$ cat src/verilog/cursor_shadow_pkg.sv
// constants and types shared by the cursor shadow register bank
package cursor_shadow_pkg;

    // register byte offsets: request (holding) copies
    localparam logic [7:0] OFS_CTRL = 8'h00;
    localparam logic [7:0] OFS_BASE = 8'h04;
    localparam logic [7:0] OFS_POS = 8'h08;
    localparam logic [7:0] OFS_TINT0 = 8'h0C;
    // register byte offsets: status (active) twins
    localparam logic [7:0] OFS_STATUS = 8'h20;
    localparam logic [7:0] OFS_CUR_BASE = 8'h24;
    localparam logic [7:0] OFS_CUR_POS = 8'h28;
    localparam logic [7:0] OFS_CUR_TINT0 = 8'h2C;
    localparam logic [7:0] OFS_STRIDE = 8'h04;

    // control / status field positions
    localparam int CTRL_ON_BIT = 0;
    localparam int CTRL_MODE_LSB = 1;
    localparam int CTRL_SIZE_LSB = 4;
    localparam int STAT_ARMED_BIT = 8;

    // base address alignment (128 bytes) and split into upper/lower parts
    localparam int BASE_ALIGN_BITS = 7;
    localparam int BASE_SPLIT_BIT = 16;

    // reset values
    localparam logic [31:0] RST_WORD = 32'h0000_0000;
    localparam logic [23:0] RST_TINT = 24'h0000_0000;

    // cursor image styles
    typedef enum logic [2:0] {
        STYLE_TWO_COL = 3'b000,
        STYLE_THREE_COL = 3'b001,
        STYLE_FOUR_COL = 3'b010,
        STYLE_RGB = 3'b011,
        STYLE_MASKED_RGB = 3'b100
    } style_t;

    // cursor square dimension
    typedef enum logic [1:0] {
        DIM_32 = 2'b00,
        DIM_48 = 2'b01,
        DIM_64 = 2'b10
    } dim_t;

    localparam logic [6:0] PIX_32 = 7'd32;
    localparam logic [6:0] PIX_48 = 7'd48;
    localparam logic [6:0] PIX_64 = 7'd64;

    // one full cursor configuration (holding or active)
    typedef struct packed {
        logic [31:0] image_start;
        logic [31:0] place;
        logic [3:0][23:0] tint;
        style_t style;
        dim_t dim;
        logic on;
    } cursor_cfg_t;

    // apb request from the master
    typedef struct packed {
        logic psel;
        logic penable;
        logic pwrite;
        logic [7:0] paddr;
        logic [31:0] pwdata;
    } apb_req_t;

    // dma fetch descriptor handed to the cursor dma engine
    typedef struct packed {
        logic valid;
        logic [31:0] addr;
        logic [8:0] len;
    } fetch_t;

endpackage

$ cat src/verilog/cursor_line_addr.sv
// cursor line length and dram byte address from the active settings
`timescale 1ns/1ps
`default_nettype none

module cursor_line_addr (
    // active configuration
    input wire logic [31:0] image_start,
    input wire cursor_shadow_pkg::dim_t dim,
    input wire cursor_shadow_pkg::style_t style,
    // line number inside the cursor image
    input wire logic [5:0] line,
    // result
    output logic [31:0] addr,
    output logic [8:0] len
);

    logic [15:0] image_start_upper;
    logic [8:0] image_start_lower;
    logic [6:0] width;
    logic [14:0] offset;

    // address is rebuilt from the two stored parts of the base
    assign image_start_upper = image_start[31:cursor_shadow_pkg::BASE_SPLIT_BIT];
    assign image_start_lower =
        image_start[cursor_shadow_pkg::BASE_SPLIT_BIT-1:cursor_shadow_pkg::BASE_ALIGN_BITS];

    // width in pixels; an illegal dim code falls back to the largest
    always_comb
    begin
        unique case (dim)
            cursor_shadow_pkg::DIM_32: width = cursor_shadow_pkg::PIX_32;
            cursor_shadow_pkg::DIM_48: width = cursor_shadow_pkg::PIX_48;
            default: width = cursor_shadow_pkg::PIX_64;
        endcase
    end

    // RULE17 - 2bpp line bytes
    // RULE18 - 32bpp line bytes
    always_comb
    begin
        if ((style == cursor_shadow_pkg::STYLE_RGB) ||
            (style == cursor_shadow_pkg::STYLE_MASKED_RGB))
            len = {width, 2'b00};
        else
            len = {4'b0000, width[6:2]};
    end

    // RULE16 - line address composition
    assign offset = 15'(line * len);
    assign addr = {image_start_upper, image_start_lower, 7'h00} + {17'h0_0000, offset};

endmodule

`default_nettype wire

$ cat src/verilog/cursor_shadow_regs.sv
// double-buffered hardware cursor configuration bank with apb access
//
// The APB slave port and the placing of the registers were decided locally.
`timescale 1ns/1ps
`default_nettype none

// Overview of operation
// RULE1 - request writes go to holding copies; status twins return active values
// RULE2 - seven pairs: control, image start, place, tint 0 to 3
// RULE3 - any place write sets update_armed
// RULE4 - at vblank start with armed, copy all holding to active, clear armed
// RULE5 - software keeps control, start and tints unchanged while armed
// RULE6 - display engine stopped: writes reach active values at once; here they reach them one cycle after the holding write
// RULE7 - style comes from control style field, active style shown in status
// RULE8 - style codes 000/001/010 two bits per pixel, 011/100 32 bits
// RULE9 - tint registers give red, green, blue for the colour styles
// RULE10 - dim field picks 32, 48 or 64 square; active dim in status
// RULE11 - on bit starts fetch and image; clearing acts only once applied
// RULE12 - status shows active style, dim and on state separately
// RULE13 - update_armed reads one while a change is pending, else zero
// RULE14 - writing one to update_armed cancels, unless transfer hits same cycle
// RULE15 - image start is 128 byte aligned, selects one stored image
// RULE16 - per-line dram address from active start parts, line, dim, style
// RULE17 - 2bpp lines take 8, 12 or 16 bytes
// RULE18 - 32bpp lines take 128, 192 or 256 bytes
// RULE19 - place holds signed x and y of the top-left corner
// RULE20 - cursor pixels outside the active screen are clipped
// RULE21 - software keeps one pixel on screen with negative coordinates
// RULE22 - place rewrite while armed applies only if written before vblank
module cursor_shadow_regs (
    // clock and reset
    input wire logic pclk,
    input wire logic presetn,
    // apb slave
    input wire logic psel,
    input wire logic penable,
    input wire logic pwrite,
    input wire logic [7:0] paddr,
    input wire logic [31:0] pwdata,
    output logic [31:0] prdata,
    output logic pready,
    output logic pslverr,
    // display engine timing, same clock
    input wire logic controller_running_flag,
    input wire logic vblank,
    input wire logic [11:0] h_count,
    input wire logic [11:0] v_count,
    input wire logic [11:0] h_active_last,
    input wire logic [11:0] v_active_last,
    // cursor dma engine
    input wire logic line_req,
    input wire logic [5:0] line_num,
    output logic fetch_enable,
    output logic fetch_valid,
    output logic [31:0] fetch_addr,
    output logic [8:0] fetch_len,
    // cursor merge stage
    output logic pixel_hit,
    output cursor_shadow_pkg::style_t cursor_style_active,
    output logic [1:0] tint_sel_hint,
    output logic [23:0] cursor_tint0_active,
    output logic [23:0] cursor_tint1_active,
    output logic [23:0] cursor_tint2_active,
    output logic [23:0] cursor_tint3_active
);

    // whole module state
    typedef struct packed {
        cursor_shadow_pkg::cursor_cfg_t hold;
        cursor_shadow_pkg::cursor_cfg_t act;
        logic update_armed;
        logic vblank_prev;
        logic [31:0] prdata;
        logic pready;
        logic pslverr;
        cursor_shadow_pkg::fetch_t fetch;
        logic hit;
    } state_t;

    state_t state_q;
    state_t state_d;

    cursor_shadow_pkg::apb_req_t req;
    logic [31:0] line_addr;
    logic [8:0] line_len;

    // RULE2 - seven register pairs
    // index of a decoded register: 0..6 request, 8..14 status, 15 none
    function automatic logic [3:0] reg_index(input logic [7:0] a);
        logic [3:0] idx;
        idx = 4'hF;
        if (a == cursor_shadow_pkg::OFS_CTRL)
            idx = 4'h0;
        else if (a == cursor_shadow_pkg::OFS_BASE)
            idx = 4'h1;
        else if (a == cursor_shadow_pkg::OFS_POS)
            idx = 4'h2;
        else if (a == cursor_shadow_pkg::OFS_STATUS)
            idx = 4'h8;
        else if (a == cursor_shadow_pkg::OFS_CUR_BASE)
            idx = 4'h9;
        else if (a == cursor_shadow_pkg::OFS_CUR_POS)
            idx = 4'hA;
        for (int i = 0; i < 4; i++)
        begin
            if (a == 8'(cursor_shadow_pkg::OFS_TINT0 + 8'(i) * cursor_shadow_pkg::OFS_STRIDE))
                idx = 4'(3 + i);
            if (a == 8'(cursor_shadow_pkg::OFS_CUR_TINT0 +
                         8'(i) * cursor_shadow_pkg::OFS_STRIDE))
                idx = 4'(11 + i);
        end
        return idx;
    endfunction

    // cursor square size in pixels, as signed for the clip compare
    function automatic logic signed [16:0] dim_pixels(input cursor_shadow_pkg::dim_t d);
        logic signed [16:0] px;
        px = 17'sd64;
        if (d == cursor_shadow_pkg::DIM_32)
            px = 17'sd32;
        else if (d == cursor_shadow_pkg::DIM_48)
            px = 17'sd48;
        return px;
    endfunction

    // readback of one configuration as the control word
    function automatic logic [31:0] ctrl_word(input cursor_shadow_pkg::cursor_cfg_t c);
        logic [31:0] w;
        w = cursor_shadow_pkg::RST_WORD;
        w[cursor_shadow_pkg::CTRL_ON_BIT] = c.on;
        w[cursor_shadow_pkg::CTRL_MODE_LSB +: 3] = c.style;
        w[cursor_shadow_pkg::CTRL_SIZE_LSB +: 2] = c.dim;
        return w;
    endfunction

    assign req.psel = psel;
    assign req.penable = penable;
    assign req.pwrite = pwrite;
    assign req.paddr = paddr;
    assign req.pwdata = pwdata;

    // line address for the current dma request, from active values only
    cursor_line_addr u_line_addr (
        .image_start(state_q.act.image_start),
        .dim(state_q.act.dim),
        .style(state_q.act.style),
        .line(line_num),
        .addr(line_addr),
        .len(line_len)
    );

    // next-state logic for the whole bank
    always_comb
    begin
        logic [3:0] idx;
        logic wr;
        logic vblank_rise;
        logic transfer;
        logic cancel;
        logic place_wr;
        logic signed [16:0] dx;
        logic signed [16:0] dy;
        logic signed [16:0] px;
        logic in_box;
        logic on_screen;

        state_d = state_q;
        transfer = 1'b0;
        dx = 17'sd0;
        dy = 17'sd0;
        px = 17'sd0;
        in_box = 1'b0;
        on_screen = 1'b0;
        idx = reg_index(req.paddr);
        wr = req.psel & req.penable & req.pwrite & state_q.pready;
        vblank_rise = vblank & ~state_q.vblank_prev;
        place_wr = wr && (idx == 4'h2);
        cancel = wr && (idx == 4'h8) && req.pwdata[cursor_shadow_pkg::STAT_ARMED_BIT];

        // apb: one wait-free access phase; answer is prepared in setup
        state_d.pready = req.psel & ~req.penable;
        state_d.pslverr = 1'b0;
        if (req.psel & ~req.penable)
        begin
            state_d.prdata = cursor_shadow_pkg::RST_WORD;
            state_d.pslverr = (idx == 4'hF);
            unique case (idx)
                4'h0: state_d.prdata = ctrl_word(state_q.hold);
                4'h1: state_d.prdata = state_q.hold.image_start;
                4'h2: state_d.prdata = state_q.hold.place;
                // RULE12 - status fields
                // RULE13 - armed readback
                4'h8:
                begin
                    state_d.prdata = ctrl_word(state_q.act);
                    state_d.prdata[cursor_shadow_pkg::STAT_ARMED_BIT] = state_q.update_armed;
                end
                4'h9: state_d.prdata = state_q.act.image_start;
                4'hA: state_d.prdata = state_q.act.place;
                4'h3, 4'h4, 4'h5, 4'h6:
                    state_d.prdata = {8'h00, state_q.hold.tint[idx[1:0] - 2'd3]};
                4'hB, 4'hC, 4'hD, 4'hE:
                    state_d.prdata = {8'h00, state_q.act.tint[idx[1:0] - 2'd3]};
                default: state_d.prdata = cursor_shadow_pkg::RST_WORD;
            endcase
        end

        // RULE4 - vblank transfer
        // RULE6 - stopped engine applies
        // stopped engine copies every cycle, so writes show one cycle later
        transfer = (vblank_rise & state_q.update_armed) | ~controller_running_flag;
        if (transfer)
            state_d.act = state_q.hold;

        // RULE1 - writes to holding
        // RULE5 - software keeps steady
        // control, start and tints are not guarded while armed: software owns that
        if (wr)
        begin
            unique case (idx)
                // RULE7 - style field
                // RULE10 - dim field
                // RULE11 - on bit
                4'h0:
                begin
                    state_d.hold.on = req.pwdata[cursor_shadow_pkg::CTRL_ON_BIT];
                    state_d.hold.style =
                        cursor_shadow_pkg::style_t'(req.pwdata[cursor_shadow_pkg::CTRL_MODE_LSB +: 3]);
                    state_d.hold.dim =
                        cursor_shadow_pkg::dim_t'(req.pwdata[cursor_shadow_pkg::CTRL_SIZE_LSB +: 2]);
                end
                // RULE15 - aligned image start
                4'h1: state_d.hold.image_start =
                    {req.pwdata[31:cursor_shadow_pkg::BASE_ALIGN_BITS], 7'h00};
                // RULE19 - signed place
                // RULE22 - place rewrite
                4'h2: state_d.hold.place = req.pwdata;
                // RULE9 - tint values
                4'h3, 4'h4, 4'h5, 4'h6:
                    state_d.hold.tint[idx[1:0] - 2'd3] = req.pwdata[23:0];
                default: state_d.hold = state_q.hold;
            endcase
        end

        // RULE3 - place write arms
        // RULE14 - cancel by one
        // a place write in the transfer cycle re-arms: set wins over clear
        state_d.update_armed = (state_q.update_armed & ~transfer & ~cancel) | place_wr;
        state_d.vblank_prev = vblank;

        // RULE11 - fetch from active on
        state_d.fetch.valid = line_req & state_q.act.on;
        state_d.fetch.addr = line_addr;
        state_d.fetch.len = line_len;

        // RULE20 - screen clipping
        dx = $signed({5'b00000, h_count}) - $signed({state_q.act.place[15], state_q.act.place[15:0]});
        dy = $signed({5'b00000, v_count}) - $signed({state_q.act.place[31], state_q.act.place[31:16]});
        px = dim_pixels(state_q.act.dim);
        in_box = (dx >= 17'sd0) && (dx < px) && (dy >= 17'sd0) && (dy < px);
        on_screen = (h_count <= h_active_last) && (v_count <= v_active_last);
        state_d.hit = state_q.act.on & in_box & on_screen;
    end

    // single state register, cleared under reset
    always_ff @(posedge pclk or negedge presetn)
    begin
        if (!presetn)
            state_q <= '0;
        else
            state_q <= state_d;
    end

    // outputs straight from the state flops
    assign prdata = state_q.prdata;
    assign pready = state_q.pready;
    assign pslverr = state_q.pslverr;
    assign fetch_enable = state_q.act.on;
    assign fetch_valid = state_q.fetch.valid;
    assign fetch_addr = state_q.fetch.addr;
    assign fetch_len = state_q.fetch.len;
    assign pixel_hit = state_q.hit;
    // RULE8 - active style code
    assign cursor_style_active = state_q.act.style;
    assign tint_sel_hint = state_q.act.dim;
    assign cursor_tint0_active = state_q.act.tint[0];
    assign cursor_tint1_active = state_q.act.tint[1];
    assign cursor_tint2_active = state_q.act.tint[2];
    assign cursor_tint3_active = state_q.act.tint[3];

endmodule

`default_nettype wire

$ cat config.mk
export PLATFORM = sky130hd
export DESIGN_NAME = cursor_shadow_regs
export DESIGN_NICKNAME = d
export VERILOG_FILES = /design/src/verilog/cursor_shadow_pkg.sv /design/src/verilog/cursor_line_addr.sv /design/src/verilog/cursor_shadow_regs.sv
export SDC_FILE = /design/constraint.sdc
export NUM_CORES = 1
export LEC_CHECK = 0
export BUFFER_PORTS_ARGS = -buffer_cell sky130_fd_sc_hd__buf_4
export CAP_MARGIN = 10
export CELL_PAD_IN_SITES_DETAIL_PLACEMENT = 0
export CELL_PAD_IN_SITES_GLOBAL_PLACEMENT = 1
export CORE_MARGIN = 2
export CORE_UTILIZATION = 43
export DETAILED_ROUTE_END_ITERATION = 8
export PLACE_DENSITY_LB_ADDON = 0.1
export SLEW_MARGIN = 20
export SYNTH_ARGS = -nofsm -noshare
export SYNTH_HDL_FRONTEND = slang
export SYNTH_SLANG_ARGS = --single-unit
$ cat constraint.sdc
create_clock -name pclk -period 5.1 [get_ports pclk]
set_clock_uncertainty 0.15 [all_clocks]
set_input_delay 0.765 -clock pclk [delete_from_list [all_inputs] [get_ports pclk]]
set_output_delay 0.765 -clock pclk [all_outputs]
set_load 0.05 [all_outputs]
==> qor_table.md <==
| Result | Reported |
| --- | --- |
| Run status | finished, final reports clean |
| Most frequent standard cell in the layout excluding fill and tap cells | sky130_fd_sc_hd__dfrtp_1 |
| Worst Hold Class | in2async |
| Number of iterations in the first detailed-routing pass | 5 |
| Clock network fraction of total power | 46.8% |
| Clock buffers created by TritonCTS | 46 |
| TritonCTS clock tree | yes |
| Count of different cell masters after synthesis | 64 |
| Endpoint type of the worst setup path | flip-flop |
| Antenna violations before repair | 2 |
| Part of the total power dissipated in sequential elements | 46.7% |
| Worst path arrival time | 5.37 ns |
| Layout overhead on the synthesized area | 15.5% |
| Clock latency on the worst-skew pair | 0.58 ns |
| Most frequently used flop master after synthesis | sky130_fd_sc_hd__dfrtp_1 |
| Most frequent cells in the layout | 392 x sky130_fd_sc_hd__dfrtp_1, 320 x sky130_fd_sc_hd__buf_4, 206 x sky130_fd_sc_hd__mux2_2, 112 x sky130_fd_sc_hd__inv_1, 97 x sky130_fd_sc_hd__nand2_1 |
| Number of sinks on the clock net | 392 |
| Count of nets after finishing | 2069 |
| Maximum operating frequency | 199 MHz |
| Hpwl dp | 40300 um |
| Clock Path Buffers | 3 |
| Placed Cells incl. Taps | 2421 |
| Final standard cell count with taps included and fillers excluded | 2511 |
| Area of the core region | 48600 um^2 |
| Switching power | 1.61 mW |
| Crit path required time | 5.44 ns |
| Cells after synthesis | 1731 |
| Maximum number of pins on one net before global-route repair | 102 |
| Cell chosen for the clock root | sky130_fd_sc_hd__clkbuf_16 |
| Post-synth EDFFs | 0 |
| Internal power | 5.07 mW |
| Unrepaired setup endpoints after global routing | true |
| Number of rows in the core area | 81 |
| Tcrit/Tclk final | 98.6% |
| Drt wl/cell | 22.7 um |
| Final Util | 50.0% |
| Total Wirelength | 57100 um |
| Min cycle time layout | 5.03 ns |
| Setup TNS after final layout | 0 ns |
| Placer's final routability congestion estimate | 0.824 |
| Via count of the first global-routing pass | 14200 |
| Die Height | 225 um |
| Sequential share of the synthesized area | 46.6% |
| Routed Antenna Nets | 0 |
| Initial standard-cell utilization of the core | 43.3% |
| Remaining global-route overflow | 0 |
| Post-synthesis sequential element count | 392 |
| Post-synth top area share | 46.6% |
| Worst Max-Slew Pin Slew | 1.03 ns |
| Category of the critical setup timing path | reg2reg |
| Overall die width | 225 um |
| Number of vias in the routed layout | 13600 |
| Comb power frac | 6.5% |
| Maximum net fanout on the critical path | 8 |
| Count of unresolved DRC violations after routing | 0 |
| Die Footprint | 50700 um^2 |
| Post-Synthesis Cell Area | 21000 um^2 |
| Switching part of the total | 24.1% |
| Number of buffers added to fix hold violations after cts | 0 |
| Hold violation total from the final report | 0 |
| CP Launch Type | flip-flop |
| Layout cell share with drive strength beyond 1 | 37.1% |
| Async SR Flop Fraction | 100% |
| Final-report setup violation count | 0 |
| Count of synthesis-stage warnings from yosys | 0 |
| Area leader, netlist | sky130_fd_sc_hd__dfrtp_1 |
| Relative slew slack | 31.4% |
| Via-per-instance ratio | 5.43 |
| Number of violations of the max-capacitance limit | 0 |
| Gr usage total | 22.6% |
| Count of final max-slew check failures | 0 |
| Buffers on Ports | 275 |
| Maximum vdd ir drop | 0.000201 V |
| Initial drt markers | 956 |
| Clock H-tree levels | 2 |
| Post-synthesis area per instance | 12.2 um^2 |
| First-pass GRT wire length | 86300 um |
| Static Leakage | 12.5 nW |
| Ratio of total power to cell area | 275 nW/um^2 |
| CTS clock-pin slew for the worst setup and hold paths | 0.06 ns |
| Leading cell types by total area after synthesis | sky130_fd_sc_hd__dfrtp_1 47%, sky130_fd_sc_hd__mux2_2 11%, sky130_fd_sc_hd__buf_4 6.4% |
| # IOs | 281 |
-- sequential cells by signal (all words and copies together), names as in the netlist, 2 cells and up --
register / count
cursor_tint0_active: 24
prdata: 32
fetch_addr: 30
fetch_len: 6
cursor_style_active: 3
cursor_tint3_active: 24
tint_sel_hint: 2
cursor_tint2_active: 24
cursor_tint1_active: 24
state_q: 218
-- final cells by class --
type | instances | area, um^2
Multi-Input combinational cell | 972 | 9310
Fill cell | 4396 | 24300
Tap cell | 622 | 778
Antenna cell | 2 | 5.00
Clock buffer | 69 | 1330
Clock inverter | 10 | 76.3
Inverter | 114 | 428
Sequential cell | 392 | 9810
Timing Repair Buffer | 330 | 2580
-- cell families (layout without fill, tap and decap cells) --
group | count (synthesis) | count (layout) | synth area share, %
xor gates and xnor gates | 32 | 32 | 1.33
buffers and inverters | 371 | 523 | 10.2
muxes | 335 | 335 | 20.5
AOI/OAI and AO/OA | 210 | 210 | 7.21
and+or+nand+nor | 279 | 279 | 6.71
DFF | 392 | 392 | 46.6
other | 1 | 7 | 0.0178
adders and majority gates | 111 | 111 | 7.42
-- critical path: stages (launching register included) --
cell and delay [ns]:
sky130_fd_sc_hd__dfrtp_1 0.41, sky130_fd_sc_hd__nor2_2 0.13, sky130_fd_sc_hd__nand2_2 0.09, sky130_fd_sc_hd__o21ai_4 0.08
sky130_fd_sc_hd__and3_4 0.20, sky130_fd_sc_hd__and2_4 0.14, sky130_fd_sc_hd__fa_1 0.43, sky130_fd_sc_hd__fa_1 0.49
sky130_fd_sc_hd__fa_1 0.51, sky130_fd_sc_hd__inv_1 0.05, sky130_fd_sc_hd__fa_1 0.49, sky130_fd_sc_hd__inv_2 0.05
sky130_fd_sc_hd__ha_4 0.21, sky130_fd_sc_hd__buf_4 0.15, sky130_fd_sc_hd__a21oi_4 0.16, sky130_fd_sc_hd__nor2b_2 0.07
sky130_fd_sc_hd__o41ai_2 0.34, sky130_fd_sc_hd__buf_4 0.18, sky130_fd_sc_hd__o2111ai_4 0.11, sky130_fd_sc_hd__a21o_4 0.29
sky130_fd_sc_hd__nand4_1 0.12, sky130_fd_sc_hd__xnor2_1 0.11
-- power groups by stage --
stage | Clock (mW) | Sequential (mW) | Combinational, mW
after global routing | 3.34 | 3.12 | 0.480
after detailed placement | 0 | 3.18 | 0.440
after global placement | 0 | 3.18 | 0.435
after CTS | 3.21 | 3.12 | 0.441
final | 3.12 | 3.12 | 0.433
after floorplan | 0 | 3.18 | 0.199
-- metrics by stage --
stage / area (um^2) / hold WS (ns) / worst slack (ns) / power, mW
3_3_place_gp: 22600 / 0.333 / -0.275 / 3.61
5_1_grt: 24300 / 0.136 / -0.162 / 6.94
2_1_floorplan: 21100 / 0.313 / 0.000473 / 3.38
4_1_cts: 24100 / 0.113 / 0.00343 / 6.77
6_report: 24300 / 0.0523 / 0.0709 / 6.68
3_5_place_dp: 22600 / 0.346 / -0.326 / 3.62
-- what timing repair did --
item                                    CTS  global route
buffers inserted                          4             6
pin swaps                                 8            27
endpoints found under the setup margin   16            17
resized for setup                        11            30
-- cells in the mapped netlist (all sizes together) (5+ instances only) --
master and number:
and2 16, nor2 31, dfrtp 392, or2 5
a222oi 31, a21oi 28, a22o 31, xor2 12
a21o 8, xnor2 20, nand4 12, fa 23
nor2b 9, nand2 105, and3 33, nand2b 9
buf 202, nand3 35, mux2 286, ha 88
mux4 48, o21ai 57, clkbuf 55, inv 113
a211oi 5, a22oi 25, nor3 8
-- metal layers --
| layer | vias up | track usage [%] | part of all wire [%] |
|---|---|---|---|
| met5 | - | 0 | 0 |
| met4 | 0 | 6.73 | 2.4 |
| met3 | 80 | 3.77 | 4.8 |
| met2 | 304 | 36.0 | 47 |
| met1 | 7038 | 31.9 | 46 |
| li1 | 6223 | - | - |
-- worst paths after layout --
check	startpoint	endpoint	slack (ns)	cells after the start
max in group asynchronous	presetn	state_q[392]	3.58	2
worst max register to register	cursor_style_active[1]	fetch_addr[27]	0.07	21
worst min register to register	state_q[390]	state_q[224]	0.36	2
worst max-delay path	cursor_style_active[1]	fetch_addr[27]	0.07	21
worst min-delay path	presetn	state_q[372]	0.05	1
min in group pclk	vblank	state_q[77]	0.17	1
Power figures use the tool's default switching activity.
